===== src/spm_pkg.sv =====
// Constants and types shared by the SPI master/slave port
package spm_pkg;
	// Register byte offsets on the AXI4-Lite bus
	localparam logic [7:0] SPM_OFF_CONTROL = 8'h00;
	localparam logic [7:0] SPM_OFF_STATUS  = 8'h04;
	localparam logic [7:0] SPM_OFF_DATA    = 8'h08;
	localparam logic [7:0] SPM_OFF_DIR     = 8'h0C;
	// Control register fields
	localparam int SPM_CTL_IRQ_ENABLE = 7;
	localparam int SPM_CTL_PORT_EN    = 6;
	localparam int SPM_CTL_BIT_ORDER  = 5;
	localparam int SPM_CTL_MASTER     = 4;
	localparam int SPM_CTL_POLARITY   = 3;
	localparam int SPM_CTL_PHASE      = 2;
	localparam int SPM_CTL_RATE_HI    = 1;
	localparam int SPM_CTL_RATE_LO    = 0;
	// Status register fields
	localparam int SPM_STS_DONE      = 7;
	localparam int SPM_STS_COLLISION = 6;
	localparam int SPM_STS_DOUBLE    = 0;
	// Pin direction register fields
	localparam int SPM_DIR_MOSI   = 0;
	localparam int SPM_DIR_MISO   = 1;
	localparam int SPM_DIR_SCK    = 2;
	localparam int SPM_DIR_SS     = 3;
	localparam int SPM_DIR_SS_VAL = 4;
	localparam int SPM_DIR_W      = 5;
	// Reset values
	localparam logic [7:0] SPM_CONTROL_RST = 8'h00;
	localparam logic [7:0] SPM_BYTE_ZERO   = 8'h00;
	localparam logic [23:0] SPM_PAD_ZERO   = 24'h000000;
	// SCK divisors of the system clock, normal and double speed
	localparam logic [7:0] SPM_DIV_N0 = 8'h04;
	localparam logic [7:0] SPM_DIV_N1 = 8'h10;
	localparam logic [7:0] SPM_DIV_N2 = 8'h40;
	localparam logic [7:0] SPM_DIV_N3 = 8'h80;
	localparam logic [7:0] SPM_DIV_D0 = 8'h02;
	localparam logic [7:0] SPM_DIV_D1 = 8'h08;
	localparam logic [7:0] SPM_DIV_D2 = 8'h20;
	localparam logic [7:0] SPM_DIV_D3 = 8'h40;
	// Byte framing
	localparam logic [2:0] SPM_LAST_BIT  = 3'h7;
	localparam logic [3:0] SPM_LAST_EDGE = 4'hF;
	// AXI responses
	localparam logic [1:0] SPM_RESP_OKAY   = 2'h0;
	localparam logic [1:0] SPM_RESP_SLVERR = 2'h2;
	// Master clock generator states
	typedef enum logic [2:0] {
		SPM_M_IDLE = 3'h1,
		SPM_M_RUN  = 3'h2,
		SPM_M_WAIT = 3'h4
	} spm_mstate_t;
endpackage


===== src/spm_spi_port.sv =====
// SPI master/slave port with AXI4-Lite register access
//
// The AXI4-Lite register port and the register offsets were chosen for this implementation.
`timescale 1ns/1ns
`default_nettype none
module spm_spi_port
	import spm_pkg::*;
(
	input  wire logic        aclk,
	input  wire logic        aresetn,
	input  wire logic [7:0]  s_axi_awaddr,
	input  wire logic        s_axi_awvalid,
	output logic             s_axi_awready,
	input  wire logic [31:0] s_axi_wdata,
	input  wire logic [3:0]  s_axi_wstrb,
	input  wire logic        s_axi_wvalid,
	output logic             s_axi_wready,
	output logic [1:0]       s_axi_bresp,
	output logic             s_axi_bvalid,
	input  wire logic        s_axi_bready,
	input  wire logic [7:0]  s_axi_araddr,
	input  wire logic        s_axi_arvalid,
	output logic             s_axi_arready,
	output logic [31:0]      s_axi_rdata,
	output logic [1:0]       s_axi_rresp,
	output logic             s_axi_rvalid,
	input  wire logic        s_axi_rready,
	input  wire logic        global_irq_enable,
	input  wire logic        irq_vector_ack,
	output logic             spi_irq,
	input  wire logic        sck_in,
	output logic             sck_out,
	output logic             sck_oe,
	input  wire logic        mosi_in,
	output logic             mosi_out,
	output logic             mosi_oe,
	input  wire logic        miso_in,
	output logic             miso_out,
	output logic             miso_oe,
	input  wire logic        ss_n_in,
	output logic             ss_n_out,
	output logic             ss_n_oe
);

	typedef struct packed {
		logic [7:0]             ctrl;
		logic                   done;
		logic                   coll;
		logic                   dbl;
		logic [SPM_DIR_W-1:0]   dir;
		logic                   arm_done;
		logic                   arm_coll;
		logic [7:0]             tx;
		logic [7:0]             rx;
		logic [7:0]             rxbuf;
		logic [2:0]             bitcnt;
		spm_mstate_t            mst;
		logic [6:0]             div_cnt;
		logic [3:0]             edge_cnt;
		logic [1:0]             msamp;
		logic                   sck1;
		logic                   sck2;
		logic                   sck3;
		logic                   ss1;
		logic                   ss2;
		logic                   mosi1;
		logic                   mosi2;
		logic                   miso1;
		logic                   miso2;
		logic                   sck_o;
		logic                   sck_oe;
		logic                   sdo;
		logic                   mosi_oe;
		logic                   miso_oe;
		logic                   ss_o;
		logic                   ss_oe;
		logic                   irq;
		logic                   awready;
		logic                   wready;
		logic                   aw_have;
		logic [7:0]             aw_addr;
		logic                   w_have;
		logic [7:0]             wdata;
		logic                   wlane0;
		logic                   bvalid;
		logic [1:0]             bresp;
		logic                   arready;
		logic                   rvalid;
		logic [7:0]             rdata;
		logic [1:0]             rresp;
	} spm_state_t;

	spm_state_t s;
	spm_state_t next_s;

	// Decoded events, also watched by the assertions
	logic wr_fire;
	logic rd_fire;
	logic data_wr;
	logic data_acc;
	logic busy;
	logic fault;
	logic tick;
	logic samp_edge;

	function automatic logic out_bit(input logic [7:0] v,
		input logic lsb_first);
		out_bit = lsb_first ? v[0] : v[7];
	endfunction

	function automatic logic [7:0] shift_out(input logic [7:0] v,
		input logic lsb_first);
		shift_out = lsb_first ? {1'b0, v[7:1]} : {v[6:0], 1'b0};
	endfunction

	function automatic logic [7:0] shift_in(input logic [7:0] v,
		input logic b, input logic lsb_first);
		shift_in = lsb_first ? {b, v[7:1]} : {v[6:0], b};
	endfunction

	// Half an SCK period in system clocks
	function automatic logic [6:0] half_period(input logic [1:0] r,
		input logic dbl);
		logic [7:0] d;
		d = SPM_DIV_N0;
		case ({dbl, r})
			3'h0: d = SPM_DIV_N0;
			3'h1: d = SPM_DIV_N1;
			3'h2: d = SPM_DIV_N2;
			3'h3: d = SPM_DIV_N3;
			3'h4: d = SPM_DIV_D0;
			3'h5: d = SPM_DIV_D1;
			3'h6: d = SPM_DIV_D2;
			default: d = SPM_DIV_D3;
		endcase
		half_period = d[7:1];
	endfunction

	// Whole next state in one place; clears first, sets last so sets win
	always_comb begin
		logic en;
		logic master_select;
		logic lsb;
		logic clock_phase_sel;
		logic leading;
		logic rx_take;
		logic rx_val;
		logic setup;
		logic set_done;
		logic set_coll;
		logic [7:0] nrx;
		en = s.ctrl[SPM_CTL_PORT_EN];
		master_select = s.ctrl[SPM_CTL_MASTER];
		lsb = s.ctrl[SPM_CTL_BIT_ORDER];
		clock_phase_sel = s.ctrl[SPM_CTL_PHASE];
		leading = 1'b0;
		rx_take = 1'b0;
		rx_val = 1'b0;
		setup = 1'b0;
		set_done = 1'b0;
		set_coll = 1'b0;
		nrx = SPM_BYTE_ZERO;
		samp_edge = 1'b0;
		tick = 1'b0;
		next_s = s;
		// Two-stage synchronisers for the pins
		next_s.sck1 = sck_in;
		next_s.sck2 = s.sck1;
		next_s.sck3 = s.sck2;
		next_s.ss1 = ss_n_in;
		next_s.ss2 = s.ss1;
		next_s.mosi1 = mosi_in;
		next_s.mosi2 = s.mosi1;
		next_s.miso1 = miso_in;
		next_s.miso2 = s.miso1;
		next_s.msamp = {s.msamp[0], 1'b0};

		// AXI address and data are taken independently
		if (s.awready && s_axi_awvalid) begin
			next_s.aw_have = 1'b1;
			next_s.aw_addr = {s_axi_awaddr[7:2], 2'b00};
		end
		if (s.wready && s_axi_wvalid) begin
			next_s.w_have = 1'b1;
			next_s.wdata = s_axi_wdata[7:0];
			next_s.wlane0 = s_axi_wstrb[0];
		end
		if (s.bvalid && s_axi_bready)
			next_s.bvalid = 1'b0;
		if (s.rvalid && s_axi_rready)
			next_s.rvalid = 1'b0;
		wr_fire = s.aw_have && s.w_have && !s.bvalid;
		rd_fire = s.arready && s_axi_arvalid;
		busy = (s.mst != SPM_M_IDLE) || (s.bitcnt != 3'h0);
		data_wr = wr_fire && s.wlane0 && (s.aw_addr == SPM_OFF_DATA);
		data_acc = data_wr || (rd_fire
			&& ({s_axi_araddr[7:2], 2'b00} == SPM_OFF_DATA));

		// Flag clearing by access sequence or vector
		if (irq_vector_ack)
			next_s.done = 1'b0;
		if (data_acc) begin
			if (s.arm_done || s.arm_coll)
				next_s.done = 1'b0;
			if (s.arm_coll)
				next_s.coll = 1'b0;
			next_s.arm_done = 1'b0;
			next_s.arm_coll = 1'b0;
		end

		// Register reads; only lane 0 carries data
		if (rd_fire) begin
			next_s.rvalid = 1'b1;
			next_s.rresp = SPM_RESP_OKAY;
			case ({s_axi_araddr[7:2], 2'b00})
				SPM_OFF_CONTROL: next_s.rdata = s.ctrl;
				SPM_OFF_STATUS: begin
					next_s.rdata = {s.done, s.coll, 5'h00, s.dbl};
					if (s.done)
						next_s.arm_done = 1'b1;
					if (s.coll)
						next_s.arm_coll = 1'b1;
				end
				SPM_OFF_DATA: next_s.rdata = s.rxbuf;
				SPM_OFF_DIR: next_s.rdata = {3'h0, s.dir};
				default: begin
					next_s.rdata = SPM_BYTE_ZERO;
					next_s.rresp = SPM_RESP_SLVERR;
				end
			endcase
		end

		// Register writes
		if (wr_fire) begin
			next_s.aw_have = 1'b0;
			next_s.w_have = 1'b0;
			next_s.bvalid = 1'b1;
			next_s.bresp = SPM_RESP_OKAY;
			case (s.aw_addr)
				SPM_OFF_CONTROL:
					if (s.wlane0)
						next_s.ctrl = s.wdata;
				SPM_OFF_STATUS:
					if (s.wlane0)
						next_s.dbl = s.wdata[SPM_STS_DOUBLE];
				SPM_OFF_DATA: ;
				SPM_OFF_DIR:
					if (s.wlane0)
						next_s.dir = s.wdata[SPM_DIR_W-1:0];
				default: next_s.bresp = SPM_RESP_SLVERR;
			endcase
		end

		// Data write: collision while busy, otherwise load, and start when enabled as master
		if (data_wr) begin
			if (busy)
				set_coll = 1'b1;
			else begin
				next_s.tx = s.wdata;
				next_s.sdo = out_bit(s.wdata, lsb);
				if (en && master_select) begin
					next_s.mst = SPM_M_RUN;
					next_s.div_cnt = 7'h00;
					next_s.edge_cnt = 4'h0;
					next_s.bitcnt = 3'h0;
				end
			end
		end

		// Master clock generator: sixteen edges make eight bits
		case (s.mst)
			SPM_M_IDLE: next_s.sck_o = s.ctrl[SPM_CTL_POLARITY];
			SPM_M_RUN: begin
				if (s.div_cnt == half_period(
					s.ctrl[SPM_CTL_RATE_HI:SPM_CTL_RATE_LO], s.dbl) - 7'h01)
				begin
					tick = 1'b1;
					next_s.div_cnt = 7'h00;
					next_s.sck_o = !s.sck_o;
					next_s.edge_cnt = s.edge_cnt + 4'h1;
					leading = !s.edge_cnt[0];
					if (leading ^ clock_phase_sel)
						next_s.msamp[0] = 1'b1;
					else
						setup = 1'b1;
					if (s.edge_cnt == SPM_LAST_EDGE)
						next_s.mst = SPM_M_WAIT;
				end else
					next_s.div_cnt = s.div_cnt + 7'h01;
			end
			SPM_M_WAIT:
				if (s.msamp == 2'h0)
					next_s.mst = SPM_M_IDLE;
			default: next_s.mst = SPM_M_IDLE;
		endcase
		// Miso is two clocks late through the synchroniser, so the
		// master samples it two clocks after its own sampling edge
		if (s.msamp[1]) begin
			rx_take = 1'b1;
			rx_val = s.miso2;
		end

		// Slave side works on the synchronised SCK edges
		if (en && !master_select) begin
			if (s.ss2) begin
				next_s.bitcnt = 3'h0;
				next_s.rx = SPM_BYTE_ZERO;
				if (!data_wr)
					next_s.sdo = out_bit(s.tx, lsb);
			end else if (s.sck2 != s.sck3) begin
				leading = (s.sck2 != s.ctrl[SPM_CTL_POLARITY]);
				if (leading ^ clock_phase_sel) begin
					rx_take = 1'b1;
					rx_val = s.mosi2;
				end else
					setup = 1'b1;
			end
		end

		// Shared shifter: setup drives the next bit out
		if (setup) begin
			if (clock_phase_sel) begin
				next_s.sdo = out_bit(s.tx, lsb);
				next_s.tx = shift_out(s.tx, lsb);
			end else begin
				next_s.tx = shift_out(s.tx, lsb);
				next_s.sdo = out_bit(shift_out(s.tx, lsb), lsb);
			end
		end
		if (rx_take) begin
			samp_edge = 1'b1;
			nrx = shift_in(s.rx, rx_val, lsb);
			next_s.rx = nrx;
			if (s.bitcnt == SPM_LAST_BIT) begin
				next_s.rxbuf = nrx;
				next_s.bitcnt = 3'h0;
				set_done = 1'b1;
			end else
				next_s.bitcnt = s.bitcnt + 3'h1;
		end

		// Mode fault: another master pulled slave select low
		fault = en && master_select && !s.dir[SPM_DIR_SS] && !s.ss2;
		if (fault) begin
			next_s.ctrl[SPM_CTL_MASTER] = 1'b0;
			set_done = 1'b1;
			next_s.mst = SPM_M_IDLE;
			next_s.bitcnt = 3'h0;
			next_s.msamp = 2'h0;
		end
		// Disabled port abandons any transfer
		if (!en) begin
			next_s.mst = SPM_M_IDLE;
			next_s.bitcnt = 3'h0;
			next_s.msamp = 2'h0;
		end

		if (set_done)
			next_s.done = 1'b1;
		if (set_coll)
			next_s.coll = 1'b1;

		// Pin drive follows the settled control state
		next_s.sck_oe = next_s.ctrl[SPM_CTL_PORT_EN]
			&& next_s.ctrl[SPM_CTL_MASTER] && next_s.dir[SPM_DIR_SCK];
		next_s.mosi_oe = next_s.ctrl[SPM_CTL_PORT_EN]
			&& next_s.ctrl[SPM_CTL_MASTER] && next_s.dir[SPM_DIR_MOSI];
		next_s.miso_oe = next_s.ctrl[SPM_CTL_PORT_EN]
			&& !next_s.ctrl[SPM_CTL_MASTER] && !s.ss2
			&& next_s.dir[SPM_DIR_MISO];
		next_s.ss_oe = next_s.ctrl[SPM_CTL_PORT_EN]
			&& next_s.ctrl[SPM_CTL_MASTER] && next_s.dir[SPM_DIR_SS];
		next_s.ss_o = next_s.dir[SPM_DIR_SS_VAL];
		next_s.irq = next_s.done && global_irq_enable
			&& next_s.ctrl[SPM_CTL_IRQ_ENABLE];
		next_s.awready = !next_s.aw_have && !next_s.bvalid;
		next_s.wready = !next_s.w_have && !next_s.bvalid;
		next_s.arready = !next_s.rvalid;
	end

	// State register; reset leaves a disabled slave in mode 0
	always_ff @(posedge aclk) begin
		if (!aresetn) begin
			s <= '0;
			s.ctrl <= SPM_CONTROL_RST;
			s.mst <= SPM_M_IDLE;
		end else
			s <= next_s;
	end

	// Ports come straight from the state flops
	assign s_axi_awready = s.awready;
	assign s_axi_wready = s.wready;
	assign s_axi_bvalid = s.bvalid;
	assign s_axi_bresp = s.bresp;
	assign s_axi_arready = s.arready;
	assign s_axi_rvalid = s.rvalid;
	assign s_axi_rdata = {SPM_PAD_ZERO, s.rdata};
	assign s_axi_rresp = s.rresp;
	assign spi_irq = s.irq;
	assign sck_out = s.sck_o;
	assign sck_oe = s.sck_oe;
	assign mosi_out = s.sdo;
	assign mosi_oe = s.mosi_oe;
	assign miso_out = s.sdo;
	assign miso_oe = s.miso_oe;
	assign ss_n_out = s.ss_o;
	assign ss_n_oe = s.ss_oe;
endmodule
`default_nettype wire


===== config.mk =====
export PLATFORM = sky130hd
export DESIGN_NAME = spm_spi_port
export DESIGN_NICKNAME = d
export VERILOG_FILES = /design/src/spm_pkg.sv /design/src/spm_spi_port.sv
export SDC_FILE = /design/constraint.sdc
export NUM_CORES = 1
export LEC_CHECK = 0
export ABC_AREA = 1
export BUFFER_PORTS_ARGS = -buffer_cell sky130_fd_sc_hd__buf_2
export CAP_MARGIN = 5
export CORE_MARGIN = 2
export CORE_UTILIZATION = 49
export DETAILED_ROUTE_END_ITERATION = 10
export PLACE_DENSITY = 0.74
export RECOVER_POWER = 25
export SYNTH_ARGS = -nofsm -noshare
export SYNTH_HDL_FRONTEND = slang
export SYNTH_SLANG_ARGS = --single-unit

===== constraint.sdc =====
create_clock -name aclk -period 2 [get_ports aclk]
set_input_delay 0.1 -clock aclk [delete_from_list [all_inputs] [get_ports aclk]]
set_output_delay 0.1 -clock aclk [all_outputs]
set_load 0.005 [all_outputs]

After elaboration in Yosys (flattened, before gate mapping)
Index checks and enable logic that the tools add are counted.
{"block": "word_totals", "output_inout_bits": 50, "ff_bits": 112, "elab_cells": 232}
{"block": "op_classes", "reduce_logical": 64, "eq_ne": 23, "add_sub_neg": 4, "bitwise": 6, "muxes": 88}
{"operator": "8-bit 2-to-1 mux", "n": 12}
{"operator": "17-bit 2-to-1 mux", "n": 3}
{"operator": "8-bit case mux with 6 select lines", "n": 1}
{"operator": "1-bit 2-to-1 mux", "n": 46}
{"operator": "8-bit case mux with 4 select lines", "n": 1}
{"operator": "1-bit logical AND", "n": 25}
{"operator": "6-bit by 2-bit equality test with 1-bit output, second input constant", "n": 4}
{"operator": "11-bit 2-to-1 mux", "n": 2}
{"operator": "3-bit 2-to-1 mux", "n": 7}
{"operator": "19-bit 2-to-1 mux", "n": 1}
{"operator": "2-bit nonzero test", "n": 8}
{"operator": "3-bit equality test, second input constant", "n": 5}
{"operator": "5-bit 2-to-1 mux", "n": 3}
{"operator": "6-bit by 1-bit equality test with 1-bit output, second input constant", "n": 2}
{"operator": "2-bit 2-to-1 mux", "n": 6}
{"operator": "1-bit logical NOT", "n": 11}
{"operator": "10-bit 2-to-1 mux", "n": 1}
{"operator": "2-bit AND reduction", "n": 5}
{"operator": "9-bit 2-to-1 mux", "n": 1}
{"operator": "3-bit case mux with 3 select lines", "n": 1}
{"operator": "3-bit AND reduction", "n": 3}
{"operator": "8-bit logical NOT", "n": 1}
{"operator": "4-bit OR reduction", "n": 2}
{"operator": "7-bit by 1-bit adder with 7-bit output, second input constant", "n": 1}
{"operator": "other kinds (23)", "n": 33}

Longest topological paths before layout
{"block": "depth", "depth_word": 13, "depth_mapped": 16, "ltp_nobuf": 15}

Least setup slack after synthesis
OpenSTA, ideal clock, no wires.
{"block": "synth_path", "path_kind": "reg2reg", "startpoint": "reg s[107] in the netlist's numbering", "endpoint": "reg s[93] in the netlist's numbering", "path_stages_with_launch": 15, "path_buffers": 2, "required_time_ns": 1.869, "path_slack_ns": 0.021, "setup_time_ns": 0.131, "arrival_ns": 1.849, "cell_sequence": "dfxtp_1 buf_4 nor2_2 nand2_2 ha_1 inv_1 nand2_1 nand2_1 nor2_1 nand3_2 nor2_4 nand4_4 buf_6 nand4_1 a21oi_2"}
{"block": "synth_via", "elab_chain_cells": 13, "elab_cells_between_ends": 20, "cone_classes": "add/sub (1); eq/ne (7); mux (9); reduce/logical (3)"}
{"item": "start, declared", "line": "spm_spi_port.sv:93", "source": "spm_state_t s;"}
{"item": "start signal, assigned", "line": "spm_spi_port.sv:388", "source": "s <= next_s;"}
{"item": "3-bit equality test (tied with other cells)", "line": "spm_spi_port.sv:126", "source": "case ({dbl, r})"}
{"item": "8-bit case mux with 6 select lines *", "line": "spm_spi_port.sv:126"}
{"item": "8-bit 2-to-1 mux *", "line": "spm_spi_port.sv:271", "source": "case (s.mst)"}
{"item": "7-bit by 1-bit subtractor with 7-bit output *", "line": "spm_spi_port.sv:275", "source": "s.ctrl[SPM_CTL_RATE_HI:SPM_CTL_RATE_LO], s.dbl) - 7'h01)"}
{"item": "7-bit equality test *", "line": "spm_spi_port.sv:274", "source": "if (s.div_cnt == half_period("}
{"item": "1-bit 2-to-1 mux *", "line": "spm_spi_port.sv:274"}
{"item": "1-bit 2-to-1 mux *", "line": "spm_spi_port.sv:271"}
{"item": "1-bit 2-to-1 mux", "line": "spm_spi_port.sv:312", "source": "if (leading ^ clock_phase_sel) begin"}
{"item": "1-bit 2-to-1 mux", "line": "spm_spi_port.sv:310", "source": "end else if (s.sck2 != s.sck3) begin"}
{"item": "1-bit 2-to-1 mux", "line": "spm_spi_port.sv:305", "source": "if (s.ss2) begin"}
{"item": "1-bit 2-to-1 mux *", "line": "spm_spi_port.sv:304", "source": "if (en && !master_select) begin"}
{"item": "2-bit by 1-bit != test with 1-bit output (no source line) / 2-bit nonzero test (equally long branches)"}
{"item": "2-bit AND reduction (no source line)"}
Every way passes the cells marked *; elsewhere a longest branch is shown, timed or not. The select of a mux whose other input is x is not followed.
A chain may end at the register's enable or synchronous reset.

Worst setup path in the final report
{"block": "layout_path", "startpoint": "reg s[106] in the netlist's numbering", "endpoint": "reg s[90] in the netlist's numbering"}
Same word-level chain as after synthesis.

==> flow_summary_export.csv <==
group,metric,value,unit
outcome,outcome,"complete, but fails checks",
outcome,violations,"negative setup slack",
floorplanning,core_area,10700,um2
synthesis,yosys_warnings,0,
grt,grt_remaining_overflow,0,
grt,grt_start_max_net_pins,48,
sta,slew_viol_final,0,
floorplanning,die_w,109,um
synthesis,postSynthCellCount,744,
sta,fin_worst_hold_slack,0.00134,ns
route,drtIter0Drc,284,
route,wire_per_inst,12.6,um
setup_path,cp_data_required_time,2.32,ns
power,power_leakage,2.71,nW
route,firstDrtPassIters,5,
clock_tree,path_clk_slew,0.11,ns
route,wl,12100,um
sta,worst_pin_slew,1.24,ns
sta,hold_violations,0,
flow_run,maxCapViolations,0,
sta,fin_crit_sh,105,%
final_layout,top_register,"s",
synthesis,syn_area_per_cell,7.20,um2
sta,setup-violations-final,15,
synthesis,synth_cell_types,45,
grt,grt.busiest_layer,"met2",
sta,max_freq,475,MHz
placement,place_congestion,0.847,
clock_tree,htreeDepth,3,
grt,grt_util_met2,34.4,%
final_layout,finalCoreUtilization,57.7,%
floorplanning,io_pins,115,
grt,gr-usage-met1,28.7,%
final_layout,final_common_cell,"nand2_1",
clock_tree,cts-root-buf,"clkbuf_8",
clock_tree,clock-sinks,109,
setup_path,critPathMaxFanout,8,
sta,period_minus_slack,2.10,ns
grt,grt_pass1_vias,4202,
sta,fin_ws,-0.103,ns
clock_tree,cts_max_path_buffers,2,
placement,pre_cts_ws,-0.0853,ns
grt,grt_use_total,21.4,%
synthesis,async_reset_ff_share,0,%
floorplanning,die_area,11800,um2
final_layout,diodes,0,
final_layout,syn_to_final_growth,15.7,%
power,ir_drop,0.402,mV
setup_path,setup.worst_path.end_class,"flop",
final_layout,drive_above_1_share,19.4,%
final_layout,fillCellCount,1013,
final_layout,nets,886,
placement,hpwl,8530,um
final_layout,largest_reg_flops,82,
route,ant_nets,0,
placement,dp.cells,926,
synthesis,synth_ff_type,"dfxtp_1",
sta,skew,0.0164,ns
power,p_total,3.89,mW
setup_path,startpoint_type,"flop",
power,pwr_density_cell,628,nW/um2
floorplanning,die_h,109,um
synthesis,synth-seq-cells,109,
grt,grt_pass1_wl,19900,um
synthesis,synth-edff-count,0,
final_layout,fin_cells,960,
clock_tree,clkLatencyLatePin,0.38,ns
route,drc_errors,0,
sta,slew_headroom,17.5,%
setup_path,critPathKind,"flop to flop",
setup_path,cp.arrival,2.42,ns
worst_hold_path,hp-class,"input port to flop",
route,vias,4774,
clock_tree,cts_tree,"yes",
route,routed_via_density,4.97,
floorplanning,rows,38,
synthesis,seq_area_frac_synth,40.7,%
synthesis,syn_area,5360,um2
clock_tree,cts_made_buffers,9,
final_layout,mostFrequentLayoutCells,"nand2_1, dfxtp_1, inv_1, a21oi_1",
grt,antenna_found_initial,0,
grt,met3_usage,3.92,%
floorplanning,start_util,49.9,%
placement,io_buffers,57,
sta,rsz0062_at_grt,"true",
cell type report:
type | instances | area (um2) | area share [%]
clock inverters | 6 | 75.1 | 1.21
inverters | 91 | 344 | 5.55
flip-flops and latches | 109 | 2180 | 35.2
well taps | 140 | 175 | 2.83
clock buffers | 10 | 128 | 2.06
multi-input cells | 510 | 2660 | 42.9
repair buffers | 94 | 632 | 10.2
what timing repair did:
item | in CTS | in global routing
setup buffers | 2 | 2
hold buffers | 13 | 0
endpoints found under the setup margin | 15 | 28
resized for setup | 19 | 18
endpoints found under the hold margin | 13 | 0
gates cloned | 1 | 0
pin swaps | 19 | 17
cells in the mapped netlist, types with 11 or more instances:
cell	count	area (um2)
o21ai_0	54	270
nand4_1	13	81.3
nor3_1	13	65.1
nand3_1	34	170
buf_4	40	300
a21oi_1	61	305
inv_1	80	300
dfxtp_1	109	2180
clkbuf_1	15	56.3
nor2_1	55	206
inv_2	11	41.3
nand2_1	180	676
critical path, cell delays in order (launching register included):
cell and delay, ns:
dfxtp_2 0.35, nor2_4 0.13, nand2_2 0.08, ha_4 0.27, inv_2 0.03, nand2_1 0.04, nand2_1 0.06, nor2_2 0.13
nand3_2 0.10, nor2_4 0.16, nand4_4 0.20, clkbuf_16 0.22, nand3_2 0.06, nand2_2 0.06, a21oi_2 0.13
worst paths after layout:
check                                     from  slack [ns]  cells after the start    endpoint
worst max-delay path                    s[106]       -0.10                     14       s[90]
worst max register to register          s[106]       -0.10                     14       s[90]
worst min-delay path            s_axi_wdata[7]       0.001                      3       s[23]
worst min register to register      next_s[51]        0.42                      2  next_s[50]
metal layers:
layer,vias up,part of all wire (%)
li1,2485,-
met1,2157,47
met2,114,46
met3,18,4.6
met4,0,2.1
met5,-,0
power by group:
group	switching, mW	total [mW]	internal (mW)
clock network	0.806	1.41	0.603
logic	0.150	0.240	0.0899
registers	0.0303	2.25	2.21
total	0.986	3.89	2.91
metrics by stage:
stage	instance area, um2	TNS [ns]
floorplan	5450	0
detailed placement	5690	-0.578
finish	6200	-0.914
global placement	5690	0
CTS	6130	-1.09
global route	6200	-2.66
logic make-up (layout without fill, tap and decap cells):
kind of cell	Yosys count	count (layout)	share of synthesized area [%]
compound gates	142	142	14.6
xor+xnor	7	7	1.28
fa+ha+maj	6	6	1.40
buf+inv	150	201	13.7
flops	109	109	40.7
mux	2	2	0.373
other cells	1	26	0.0700
simple gates	327	327	27.8
No activity file was read; power rests on OpenSTA's default activity.
